**src/pkg/apf_pkg.sv**
```systemverilog
// Constants, register map and carrier types for the compare-mode scan controller.
// Assumes a single 125 MHz clock and an APB master with 32-bit data.
`default_nettype none
package apf_pkg;

  localparam int NUM_CH = 12;
  localparam int CH_W   = 4;
  localparam int RES_W  = 10;
  localparam int ADDR_W = 8;
  localparam int CNT_W  = 9;
  localparam int SYNC_W = 13;

  localparam logic [ADDR_W-1:0] OFF_MODE0    = 8'h00;
  localparam logic [ADDR_W-1:0] OFF_MODE1    = 8'h04;
  localparam logic [ADDR_W-1:0] OFF_MODE2    = 8'h08;
  localparam logic [ADDR_W-1:0] OFF_CHSEL    = 8'h0c;
  localparam logic [ADDR_W-1:0] OFF_CMPMODE  = 8'h10;
  localparam logic [ADDR_W-1:0] OFF_CMPTHR   = 8'h14;
  localparam logic [ADDR_W-1:0] OFF_FLAG     = 8'h18;
  localparam logic [ADDR_W-1:0] OFF_RES_BASE = 8'h40;

  localparam int MODE0_MD_LSB   = 0;
  localparam int MODE0_TMD_BIT  = 3;
  localparam int MODE0_BUSY_BIT = 6;
  localparam int MODE0_CE_BIT   = 7;
  localparam int MODE1_HS_BIT   = 0;
  localparam int MODE2_CT_LSB   = 0;
  localparam int CMP_DIR_BIT    = 6;
  localparam int CMP_EN_BIT     = 7;
  localparam int FLAG_IRQ_BIT   = 0;
  localparam int FLAG_VALID_BIT = 1;
  localparam int FLAG_STALE_BIT = 2;

  localparam logic [1:0] MD_CONT_SEL  = 2'h0;
  localparam logic [1:0] MD_CONT_SCAN = 2'h1;
  localparam logic [1:0] MD_ONE_SEL   = 2'h2;
  localparam logic [1:0] MD_ONE_SCAN  = 2'h3;

  localparam logic [1:0]      MD_RST    = 2'h0;
  localparam logic [1:0]      CT_RST    = 2'h0;
  localparam logic [CH_W-1:0] CHSEL_RST = 4'h0;
  localparam logic [7:0]      THR_RST   = 8'h00;
  localparam logic [CH_W-1:0] CH_LAST   = 4'hb;

  // Stabilization, conversion unit, wait and trigger response, in clocks.
  localparam logic [CNT_W-1:0] STAB_CLOCKS      = 9'd64;
  localparam logic [CNT_W-1:0] CONV_UNIT_CLOCKS = 9'd16;
  localparam logic [CNT_W-1:0] WAIT_CLOCKS      = 9'd8;
  localparam int               TRIG_RESP_CLOCKS = 3;

  typedef enum logic [2:0] {ST_OFF, ST_STAB, ST_TRIG, ST_CONV, ST_WAIT, ST_HALT} apf_state_e;

  typedef struct packed {
    logic            sample;
    logic [CH_W-1:0] channel;
  } apf_adc_req_s;

endpackage
`default_nettype wire

```
**src/design/apf_scan_ctrl.sv**
```systemverilog
// Sequencer for a twelve-channel converter with threshold compare, APB registers.
// Assumes the analog macro holds adcData stable by the end of each wait interval.
//
// Decided for this implementation: the register offsets and the APB register port.
`timescale 1ns/10ps
`default_nettype none

// Operation
// RULE1 - Continuous compare scan converts input 0 up to selected channel, storing each.
// RULE2 - In compare scans only channel 0 is compared; interrupt only when it holds.
// RULE3 - Continuous scan restarts at input 0 until enable is cleared.
// RULE4 - One-shot select converts once, always stores, interrupts on match, stops.
// RULE5 - One-shot scan converts 0 to selected once, compares channel 0, halts.
// RULE6 - Direction zero: upper byte at least threshold; one: strictly below threshold.
// RULE7 - Twelve channels, 0 to 11, each with its own result register.
// RULE8 - Writing channel select never clears the conversion-end flag.
// RULE9 - Software clears the conversion-end flag before resuming a stopped converter.
// RULE10 - Control writes or trigger acknowledge may leave results undefined.
// RULE11 - Software reads results before control writes or next trigger acknowledge.
// RULE12 - Stop mode halts the converter; results after release are invalid.
// RULE13 - Software clears enable before stop mode and sets it after release.
// RULE14 - Idle and subclock keep running; results after idle release are invalid.
// RULE15 - High-speed mode forbids control writes and triggers during stabilization.
// RULE16 - Latency is stabilization plus conversion plus wait plus trigger response.
// RULE17 - Normal mode: control write or trigger during conversion restarts it.
// RULE18 - Collision with stabilization end reinserts 64 clocks of stabilization, repeatedly.
// RULE19 - Trigger and control write intervals are kept above 64 clocks.
// RULE20 - Result store and qualified interrupt pulse happen in the completing cycle.
module apf_scan_ctrl
  import apf_pkg::*;
(
  input  wire logic              clk,
  input  wire logic              rst,
  input  wire logic              psel,
  input  wire logic              penable,
  input  wire logic              pwrite,
  input  wire logic [ADDR_W-1:0] paddr,
  input  wire logic [31:0]       pwdata,
  output logic      [31:0]       prdata,
  output logic                   pready,
  output logic                   pslverr,
  input  wire logic              extTrigger,
  input  wire logic              stopMode,
  input  wire logic              idleMode,
  input  wire logic [RES_W-1:0]  adcData,
  output apf_adc_req_s           adcReq,
  output logic                   conversionEndIrq
);

  apf_state_e       state;
  logic [CNT_W-1:0] cnt;
  logic [CH_W-1:0]  ch;
  logic             converterEnable;
  logic             triggerMode;
  logic [1:0]       opMode;
  logic             highSpeedSelect;
  logic [1:0]       convTimeSel;
  logic [CH_W-1:0]  channelSelect;
  logic             compareEnable;
  logic             compareDirection;
  logic [7:0]       compareThreshold;
  logic             conversionEndFlag;
  logic             resultValid;
  logic             resultStale;
  logic [RES_W-1:0] result [NUM_CH];
  logic [SYNC_W-1:0] sync1;
  logic [SYNC_W-1:0] sync2;
  logic             trigPrev;
  logic             stopPrev;
  logic             idlePrev;
  logic [31:0]      next_prdata;

  function automatic logic isResult(input logic [ADDR_W-1:0] a);
    return (a >= OFF_RES_BASE) && (a[1:0] == 2'h0)
        && (a[ADDR_W-1:2] - OFF_RES_BASE[ADDR_W-1:2] < 6'(NUM_CH));
  endfunction

  function automatic logic [CH_W-1:0] resIndex(input logic [ADDR_W-1:0] a);
    return CH_W'(a[ADDR_W-1:2] - OFF_RES_BASE[ADDR_W-1:2]);
  endfunction

  function automatic logic isMapped(input logic [ADDR_W-1:0] a);
    return (a == OFF_MODE0) || (a == OFF_MODE1) || (a == OFF_MODE2)
        || (a == OFF_CHSEL) || (a == OFF_CMPMODE) || (a == OFF_CMPTHR)
        || (a == OFF_FLAG) || isResult(a);
  endfunction

  // Bus decode; the slave never inserts wait states.
  logic apbSetup;
  logic wrAcc;
  assign apbSetup = psel & ~penable;
  assign wrAcc    = psel & penable & pwrite;
  assign pready   = 1'b1;
  assign pslverr  = psel & penable & ~isMapped(paddr);

  logic restartWrite;
  logic ctrlWrite;
  logic flagClear;
  assign restartWrite = wrAcc & ((paddr == OFF_MODE0) | (paddr == OFF_MODE2)
                      | (paddr == OFF_CHSEL) | (paddr == OFF_CMPMODE)
                      | (paddr == OFF_CMPTHR));
  assign ctrlWrite = restartWrite | (wrAcc & (paddr == OFF_MODE1));
  assign flagClear = wrAcc & (paddr == OFF_FLAG) & pwdata[FLAG_IRQ_BIT];

  // Pins are asynchronous; adcData is assumed static while it is sampled.
  always_ff @(posedge clk) begin
    if (rst) begin
      sync1 <= '0;
      sync2 <= '0;
    end else begin
      sync1 <= {extTrigger, stopMode, idleMode, adcData};
      sync2 <= sync1;
    end
  end

  logic             trigSync;
  logic             stopSync;
  logic             idleSync;
  logic [RES_W-1:0] dataSync;
  assign trigSync = sync2[SYNC_W-1];
  assign stopSync = sync2[SYNC_W-2];
  assign idleSync = sync2[SYNC_W-3];
  assign dataSync = sync2[RES_W-1:0];

  always_ff @(posedge clk) begin
    if (rst) begin
      trigPrev <= 1'b0;
      stopPrev <= 1'b0;
      idlePrev <= 1'b0;
    end else begin
      trigPrev <= trigSync;
      stopPrev <= stopSync;
      idlePrev <= idleSync;
    end
  end

  logic trigEvent;
  assign trigEvent = converterEnable & triggerMode & trigSync & ~trigPrev
                   & (state != ST_OFF) & (state != ST_HALT);

  always_ff @(posedge clk) begin
    if (rst) begin
      converterEnable <= 1'b0;
      triggerMode     <= 1'b0;
      opMode          <= MD_RST;
    end else if (wrAcc && paddr == OFF_MODE0) begin
      converterEnable <= pwdata[MODE0_CE_BIT];
      triggerMode     <= pwdata[MODE0_TMD_BIT];
      opMode          <= pwdata[MODE0_MD_LSB +: 2];
    end
  end

  always_ff @(posedge clk) begin
    if (rst) begin
      highSpeedSelect <= 1'b0;
      convTimeSel     <= CT_RST;
    end else if (wrAcc && paddr == OFF_MODE1) begin
      highSpeedSelect <= pwdata[MODE1_HS_BIT];
    end else if (wrAcc && paddr == OFF_MODE2) begin
      convTimeSel <= pwdata[MODE2_CT_LSB +: 2];
    end
  end

  // Out-of-range selections are clamped to the last channel. [RULE7]
  always_ff @(posedge clk) begin
    if (rst) begin
      channelSelect <= CHSEL_RST;
    end else if (wrAcc && paddr == OFF_CHSEL) begin
      channelSelect <= (pwdata[CH_W-1:0] > CH_LAST) ? CH_LAST : pwdata[CH_W-1:0];
    end
  end

  always_ff @(posedge clk) begin
    if (rst) begin
      compareEnable    <= 1'b0;
      compareDirection <= 1'b0;
      compareThreshold <= THR_RST;
    end else if (wrAcc && paddr == OFF_CMPMODE) begin
      compareEnable    <= pwdata[CMP_EN_BIT];
      compareDirection <= pwdata[CMP_DIR_BIT];
    end else if (wrAcc && paddr == OFF_CMPTHR) begin
      compareThreshold <= pwdata[7:0];
    end
  end

  logic             scanMode;
  logic             oneShot;
  logic [CH_W-1:0]  firstCh;
  logic             lastCh;
  logic [CNT_W-1:0] convLoad;
  logic             collide;
  assign scanMode = (opMode == MD_CONT_SCAN) | (opMode == MD_ONE_SCAN); // [RULE1]
  assign oneShot  = (opMode == MD_ONE_SEL) | (opMode == MD_ONE_SCAN);
  assign firstCh  = scanMode ? '0 : channelSelect;
  assign lastCh   = ~scanMode | (ch == channelSelect);
  assign convLoad = ({7'h00, convTimeSel} + 9'd1) * CONV_UNIT_CLOCKS - 9'd1;
  assign collide  = restartWrite | trigEvent;

  logic done;
  assign done = converterEnable & ~stopSync & (state == ST_WAIT)
              & (cnt == '0) & ~collide;

  // Stabilization runs before the trigger wait; after the trigger sync come conversion and wait. [RULE16]
  always_ff @(posedge clk) begin
    if (rst) begin
      state <= ST_OFF;
      cnt   <= '0;
      ch    <= '0;
    end else if (!converterEnable) begin
      state <= ST_OFF;
      cnt   <= '0;
    end else if (stopSync) begin
      state <= state; // [RULE12]
    end else begin
      case (state)
        ST_OFF: begin
          state <= ST_STAB;
          cnt   <= STAB_CLOCKS - 9'd1;
        end
        ST_STAB: begin
          if (cnt != '0) begin
            cnt <= cnt - 9'd1;
          end else if (collide) begin
            cnt <= STAB_CLOCKS - 9'd1; // [RULE18]
          end else if (triggerMode) begin
            state <= ST_TRIG;
          end else begin
            state <= ST_CONV;
            ch    <= firstCh;
            cnt   <= convLoad;
          end
        end
        ST_TRIG: begin
          if (trigEvent) begin
            state <= ST_CONV;
            ch    <= firstCh;
            cnt   <= convLoad;
          end
        end
        ST_CONV, ST_WAIT: begin
          if (collide) begin
            state <= ST_STAB; // [RULE17]
            cnt   <= STAB_CLOCKS - 9'd1;
          end else if (cnt != '0) begin
            cnt <= cnt - 9'd1;
          end else if (state == ST_CONV) begin
            state <= ST_WAIT;
            cnt   <= WAIT_CLOCKS - 9'd1;
          end else if (!lastCh) begin
            state <= ST_CONV;
            ch    <= ch + 4'h1; // [RULE1]
            cnt   <= convLoad;
          end else if (oneShot) begin
            state <= ST_HALT; // [RULE4] [RULE5]
          end else if (triggerMode) begin
            state <= ST_TRIG;
          end else begin
            state <= ST_CONV; // [RULE3]
            ch    <= firstCh;
            cnt   <= convLoad;
          end
        end
        ST_HALT: begin
          if (restartWrite) begin
            state <= ST_STAB;
            cnt   <= STAB_CLOCKS - 9'd1;
          end
        end
        default: state <= ST_OFF;
      endcase
    end
  end

  assign adcReq.sample  = (state == ST_CONV);
  assign adcReq.channel = ch;

  // Every completed conversion is stored, matched or not. [RULE1] [RULE4] [RULE7]
  always_ff @(posedge clk) begin
    if (rst) begin
      for (int i = 0; i < NUM_CH; i++) begin
        result[i] <= '0;
      end
    end else if (done) begin
      result[ch] <= dataSync; // [RULE20]
    end
  end

  // Scans compare only input 0; select modes compare the selected input.
  logic [7:0] upperByte;
  logic       cmpHit;
  logic       qualify;
  assign upperByte = dataSync[RES_W-1:RES_W-8];
  assign cmpHit    = compareDirection ? (upperByte < compareThreshold)
                                      : (upperByte >= compareThreshold); // [RULE6]
  assign qualify   = compareEnable ? (cmpHit & (~scanMode | (ch == '0)))
                                   : lastCh; // [RULE2] [RULE5]

  always_ff @(posedge clk) begin
    if (rst) begin
      conversionEndIrq <= 1'b0;
    end else begin
      conversionEndIrq <= done & qualify; // [RULE20]
    end
  end

  // A completion in the clearing cycle wins; channel writes never touch it. [RULE8]
  always_ff @(posedge clk) begin
    if (rst) begin
      conversionEndFlag <= 1'b0;
    end else if (done && qualify) begin
      conversionEndFlag <= 1'b1;
    end else if (flagClear) begin
      conversionEndFlag <= 1'b0;
    end
  end

  always_ff @(posedge clk) begin
    if (rst) begin
      resultValid <= 1'b0;
    end else if (done) begin
      resultValid <= 1'b1;
    end else if (ctrlWrite || trigEvent) begin
      resultValid <= 1'b0; // [RULE10]
    end
  end

  // Idle keeps converting, but the held input is lost; only a disable clears this.
  always_ff @(posedge clk) begin
    if (rst) begin
      resultStale <= 1'b0;
    end else if ((stopPrev && !stopSync) || (idlePrev && !idleSync)) begin
      resultStale <= 1'b1; // [RULE12] [RULE14]
    end else if (!converterEnable) begin
      resultStale <= 1'b0;
    end
  end

  logic busy;
  assign busy = (state == ST_STAB) | (state == ST_CONV) | (state == ST_WAIT);

  always_comb begin
    next_prdata = '0;
    if (paddr == OFF_MODE0) begin
      next_prdata[MODE0_CE_BIT]      = converterEnable;
      next_prdata[MODE0_BUSY_BIT]    = busy;
      next_prdata[MODE0_TMD_BIT]     = triggerMode;
      next_prdata[MODE0_MD_LSB +: 2] = opMode;
    end else if (paddr == OFF_MODE1) begin
      next_prdata[MODE1_HS_BIT] = highSpeedSelect;
    end else if (paddr == OFF_MODE2) begin
      next_prdata[MODE2_CT_LSB +: 2] = convTimeSel;
    end else if (paddr == OFF_CHSEL) begin
      next_prdata[CH_W-1:0] = channelSelect;
    end else if (paddr == OFF_CMPMODE) begin
      next_prdata[CMP_EN_BIT]  = compareEnable;
      next_prdata[CMP_DIR_BIT] = compareDirection;
    end else if (paddr == OFF_CMPTHR) begin
      next_prdata[7:0] = compareThreshold;
    end else if (paddr == OFF_FLAG) begin
      next_prdata[FLAG_IRQ_BIT]   = conversionEndFlag;
      next_prdata[FLAG_VALID_BIT] = resultValid;
      next_prdata[FLAG_STALE_BIT] = resultStale;
    end else if (isResult(paddr)) begin
      next_prdata[RES_W-1:0] = result[resIndex(paddr)];
    end
  end

  // Read data is captured in the setup phase so the access phase needs no wait.
  always_ff @(posedge clk) begin
    if (rst) begin
      prdata <= '0;
    end else if (apbSetup && !pwrite) begin
      prdata <= next_prdata;
    end
  end

endmodule // apf_scan_ctrl
`default_nettype wire

```
**config.mk**
```make
export PLATFORM = sky130hd
export DESIGN_NAME = apf_scan_ctrl
export DESIGN_NICKNAME = d
export VERILOG_FILES = /design/src/pkg/apf_pkg.sv /design/src/design/apf_scan_ctrl.sv
export SDC_FILE = /design/constraint.sdc
export NUM_CORES = 1
export LEC_CHECK = 0
export ABC_CLOCK_PERIOD_IN_PS = 6200
export BUFFER_PORTS_ARGS = -buffer_cell sky130_fd_sc_hd__buf_4
export CAP_MARGIN = 20
export CORE_MARGIN = 5
export CORE_UTILIZATION = 55
export DETAILED_ROUTE_END_ITERATION = 6
export PLACE_DENSITY = 0.86
export SYNTH_ARGS = -nofsm -noshare
export SYNTH_HDL_FRONTEND = slang
export SYNTH_SLANG_ARGS = --single-unit
```
**constraint.sdc**
```tcl
create_clock -name clk -period 6.2 [get_ports clk]
set_clock_uncertainty 0.15 [all_clocks]
set_input_delay 1.24 -clock clk [delete_from_list [all_inputs] [get_ports clk]]
set_output_delay 1.24 -clock clk [all_outputs]
set_load 0.05 [all_outputs]
```
# Word-level counts from Yosys, hierarchy flattened
# Memories as Yosys holds them, arrays and structs flattened.
# Cells that the tools add are included.
dict set report totals {
  register_bits 80
  memories 1
  ramBits 120
  output_inout_bits 40
}
dict set report op_classes {
  order_cmp 5
  n_reduce_logical 43
  n_addsub 5
  bitwise_logic 40
  n_eq_ne 27
  muxes 92
}
# name depth width rd rd_ports_with_merged_regs write_ports line_no
set memory_table {}
lappend memory_table {result 12 10 1 0 12 apf_scan_ctrl.sv:65} ;# logic [RES_W-1:0] result [NUM_CH];
# op count
set ops {}
lappend ops {{9-bit 2-to-1 mux} 11}
lappend ops {{10-bit 2-to-1 mux} 9}
lappend ops {{8-bit 2-to-1 mux} 7}
lappend ops {{4-bit 2-to-1 mux} 13}
lappend ops {{7-bit 2-to-1 mux} 7}
lappend ops {{9-bit one-hot mux with 5 select lines} 1}
lappend ops {{6-bit 2-to-1 mux} 6}
lappend ops {{3-bit 2-to-1 mux} 10}
lappend ops {{8-bit by 5-bit == test with 1-bit output (second input constant)} 3}
lappend ops {{1-bit AND} 19}
lappend ops {{1-bit 2-to-1 mux} 18}
lappend ops {{8-bit by 4-bit == test with 1-bit output (second input constant)} 2}
lappend ops {{2-bit 2-to-1 mux} 8}
lappend ops {{3-bit one-hot mux with 5 select lines} 1}
lappend ops {{2-bit != test (second input constant)} 7}
lappend ops {{1-bit logical AND} 12}
lappend ops {{1-bit bitwise OR} 12}
lappend ops {{4-bit one-hot mux with 3 select lines} 1}
lappend ops {{10-bit AND reduction} 1}
lappend ops {{10-bit OR reduction} 1}
lappend ops {{9-bit logical NOT} 1}
lappend ops {{1-bit logical OR} 9}
lappend ops {{3-bit != test (second input constant)} 3}
lappend ops {{1-bit inverter} 9}
lappend ops {{other kinds (32)} 41}

# Depth between registers and ports, before layout
dict set report logic_depth {
  ltp_word 33
  depth_mapped 10
}

# Worst setup path before layout
# Ideal clock, no wire load.
dict set report synth_path {
  path_type {input to output}
  from {input port paddr[2]}
  to {output port pslverr}
  n_path_buf 3
  cell_stages 5
  arrival_ns 3.337
  t_required_ns 4.810
  setup_slack_ns 1.473
  path_cell_list {buf_2 -> clkbuf_1 -> clkbuf_1 -> a21oi_1 -> nor3_1}
}
dict set report synth_between {
  elab_chain_len 10
  word_cells_on_any_way 21
  cone_classes {1 x add/sub; 2 x order compare; 6 x eq/ne; 2 x bitwise; 10 x reduce/logical}
}
# element line_no
set synth_rtl {}
lappend synth_rtl {{start, declared} apf_scan_ctrl.sv:37} ;# input wire logic [ADDR_W-1:0] paddr,
lappend synth_rtl {{parallel branches: the longest is 7 deep, another holds 6-bit by 5-bit subtractor with 6-bit output} n/a}
lappend synth_rtl {{1-bit logical OR (*)} apf_scan_ctrl.sv:85} ;# || (a == OFF_FLAG) || isResult(a);
lappend synth_rtl {{1-bit inverter (*)} apf_scan_ctrl.sv:94} ;# assign pslverr = psel & penable & ~isMapped(paddr);
lappend synth_rtl {{1-bit AND (*)} apf_scan_ctrl.sv:94}
lappend synth_rtl {{end, declared} apf_scan_ctrl.sv:41} ;# output logic pslverr,
# Every way passes the cells marked *.

==> impl_results.md <==
* Clock sink count at 200
* Die H at 145 um
* Initial drt markers at 865
* Dpl ws at 1.28 ns
* Post_cts resized at 0
* H-tree depth at 4
* Final Hold Fails at 0
* Pleak at 0.00440 uW
* Nets at 979
* Final hold slack at 0.286 ns
* Crit path launch type: input pin
* Root Driver: clkbuf_16
* Largest net degree at the start of global routing at 86
* Synth area leader: edfxtp_1
* Number of flops mapped to enable cells by yosys at 120
* Core area at 18,000 um2
* Synth Cell Area at 10,000 um2
* Clock transition at the registers of the reported paths at 0.07 ns
* Routed len/inst at 19.9 um
* Fin area at 10,800 um2
* Final setup TNS at 0 ns
* Synthesized area per cell at 11.1 um2
* CP max-delay cell: nor3b_4
* Hpwl dp at 14,700 um
* Worst Path Max Fanout at 47
* Diodes inserted at 0
* Slowest stage delay, CP at 0.68 ns
* Synth warnings at 0
* Top cell type's share of synthesized area at 0.360
* Initial antenna violation count at 0
* Post-synth top cells: edfxtp_1, and3_1, dfxtp_1
* RD Place Congestion at 0.941
* Unrepaired setup endpoints after global routing: no
* FILL cells at 1,425
* Non-Filler Instances at 1,146
* Drc violations at 0
* CTS Hold Buffers Added at 0
* Slew Viols, Final at 0
* Final worst slack at 1.70 ns
* First-pass GRT wire length at 35,200 um
* PwrDens at 254 nW/um2
* WP data arrival at 4.48 ns
* Row Count at 49
* CTS Buffer Depth at 2
* CTS tree: done
* Post-DRT Antenna Nets at 0
* Tcrit/Tclk final at 0.726
* Hold Path Stages at 1
* Tightest Pin Transition at 0.938 ns
* Initial Util at 0.557
* Die W at 145 um
* Critical Path RT at 6.17 ns
* Post-Route WL at 22,800 um
* Vias in the first global route at 6,607
* Cell with the most instances after synthesis: edfxtp_1
* Vias per Instance at 6.22
* Critical Path Most Common Cell: buf_4
* Final min period at 4.50 ns
* GRT Resource Usage Total at 0.217
* Full die area at 21,000 um2
* Slew Limit Headroom at 0.373
* Synth cell types at 74
* FF+latch count, synth at 200
* WS Path Type: in2reg
* GRT overflow at 0
* FF-to-FF path depth at 9
* Via count at 7,128
* Synth top area cells: edfxtp_1, dfxtp_1, and3_1, mux4_2, nor2b_1
* DRT Pass-1 Iters at 5
* Area growth, synth to finish at 8.33%
* Flop-to-flop setup slack at 2.58 ns
* Final setup fails at 0
* Share of cells above drive strength 1 at 0.154
* CTS buffer count at 17
* Inst Count DP at 1,114
* Main synth FF type: edfxtp_1
* Worst-Skew Late Latency at 0.44 ns
* Crit path cell chain: buf_4, nand2b_1, o2111ai_2, o22ai_2, or3_1, nor3b_4, buf_4, a21o_2
* Max Cap Violations at 0
* Placed Area at 10,300 um2
* Post-CTS Setup Repair Bufs at 0
* Post-synth ARST share at 0
* Hold WC Path Type: reg2reg
* Mapped Cells at 902
* Worst setup EP type: register
* I/O Buffers at 50
* Max Clk Rate at 0.222 GHz
* Peak VDD IR at 0.000189 V
* Status: complete, no violations
* Ports at 98
* Sequential area share after synthesis at 0.520
## cell usage in the layout (no fill, tap or decap), types with 3 or more instances in the layout
| cell | count |
|---|---|
| a211oi_1 | 11 |
| a21o_1 | 16 |
| a21oi_1 | 42 |
| a221oi_1 | 5 |
| a22oi_1 | 3 |
| a31oi_1 | 7 |
| and3_1 | 117 |
| and3_2 | 4 |
| buf_4 | 59 |
| clkbuf_16 | 17 |
| conb_1 | 23 |
| dfxtp_1 | 80 |
| edfxtp_1 | 120 |
| ha_1 | 17 |
| inv_1 | 24 |
| inv_6 | 4 |
| inv_8 | 4 |
| mux2i_1 | 8 |
| mux4_2 | 30 |
| nand2_1 | 47 |
| nand2b_1 | 9 |
| nand3_1 | 28 |
| nand4_1 | 4 |
| nor2_1 | 53 |
| nor2b_1 | 37 |
| nor3_1 | 21 |
| nor3b_1 | 3 |
| nor4_1 | 4 |
| o211ai_1 | 5 |
| o21a_1 | 4 |
| o21ai_0 | 20 |
| o22ai_1 | 18 |
| o32ai_1 | 4 |
| xnor2_1 | 3 |
| xor2_1 | 10 |
## power by group
| part | switching [uW] | internal (uW) | total [uW] |
|---|---|---|---|
| Sequential | 23.4 | 1450 | 1480 |
| Clock | 538 | 546 | 1080 |
| Combinational | 124 | 69.7 | 194 |
| Total | 685 | 2070 | 2750 |
## per-layer routing
| layer | GRT usage | share of wire | routed length (um) | vias up |
|---|---|---|---|---|
| li1 | - | - | - | 3317 |
| met1 | 0.283 | 0.39 | 8970 | 3418 |
| met2 | 0.361 | 0.49 | 11300 | 346 |
| met3 | 0.0546 | 0.091 | 2070 | 47 |
| met4 | 0.0658 | 0.022 | 505 | 0 |
| met5 | 0 | 0 | 0 | - |
## worst paths after layout
check / endpoint / start
max: result[11][4] / paddr[2]
min: sync2[3] / sync1[3]
max reg2reg: result[11][4] / cnt[0]
min reg2reg: sync2[3] / sync1[3]
## flip-flops by register name, summed over array words and instances (netlist names), 2 cells and up
| name | cells |
|---|---|
| sync2 | 13 |
| convTimeSel | 2 |
| ch | 4 |
| result | 120 |
| channelSelect | 4 |
| opMode | 2 |
| sync1 | 13 |
| prdata | 10 |
| compareThreshold | 8 |
| state | 3 |
| cnt | 9 |
## cells by family after synthesis
logic type	after synthesis	share of synthesized area
AOI/OAI and AO/OA	164	0.111
muxes	38	0.0756
buffers and inverters	121	0.0637
and+or+nand+nor	347	0.196
xor gates and xnor gates	13	0.0114
other	2	0.000751
adders and majority gates	17	0.0213
DFF	200	0.520
## critical path: cells and delay by family
| family | cells | cell delay, ns |
|---|---|---|
| compound gates | 3 | 0.90 |
| buf+inv | 2 | 0.90 |
| simple gates | 3 | 1.40 |
## metrics by stage
step | util | total power, uW
floorplan | - | 1650
global placement | 0.571 | 1690
detailed placement | 0.571 | 1700
CTS | 0.603 | 2760
global route | 0.603 | 2830
finish | 0.603 | 2750
## area by class of cell
cell class / count / area [um2] / share of cell area
clock buffers: 19 / 443 / 0.0409
multi-input cells: 602 / 4240 / 0.391
flip-flops and latches: 200 / 5200 / 0.480
inverters: 24 / 90.1 / 0.00831
repair buffers: 59 / 443 / 0.0409
clock inverters: 13 / 129 / 0.0119
well taps: 229 / 287 / 0.0264
No activity file was read; power rests on OpenSTA's default activity.
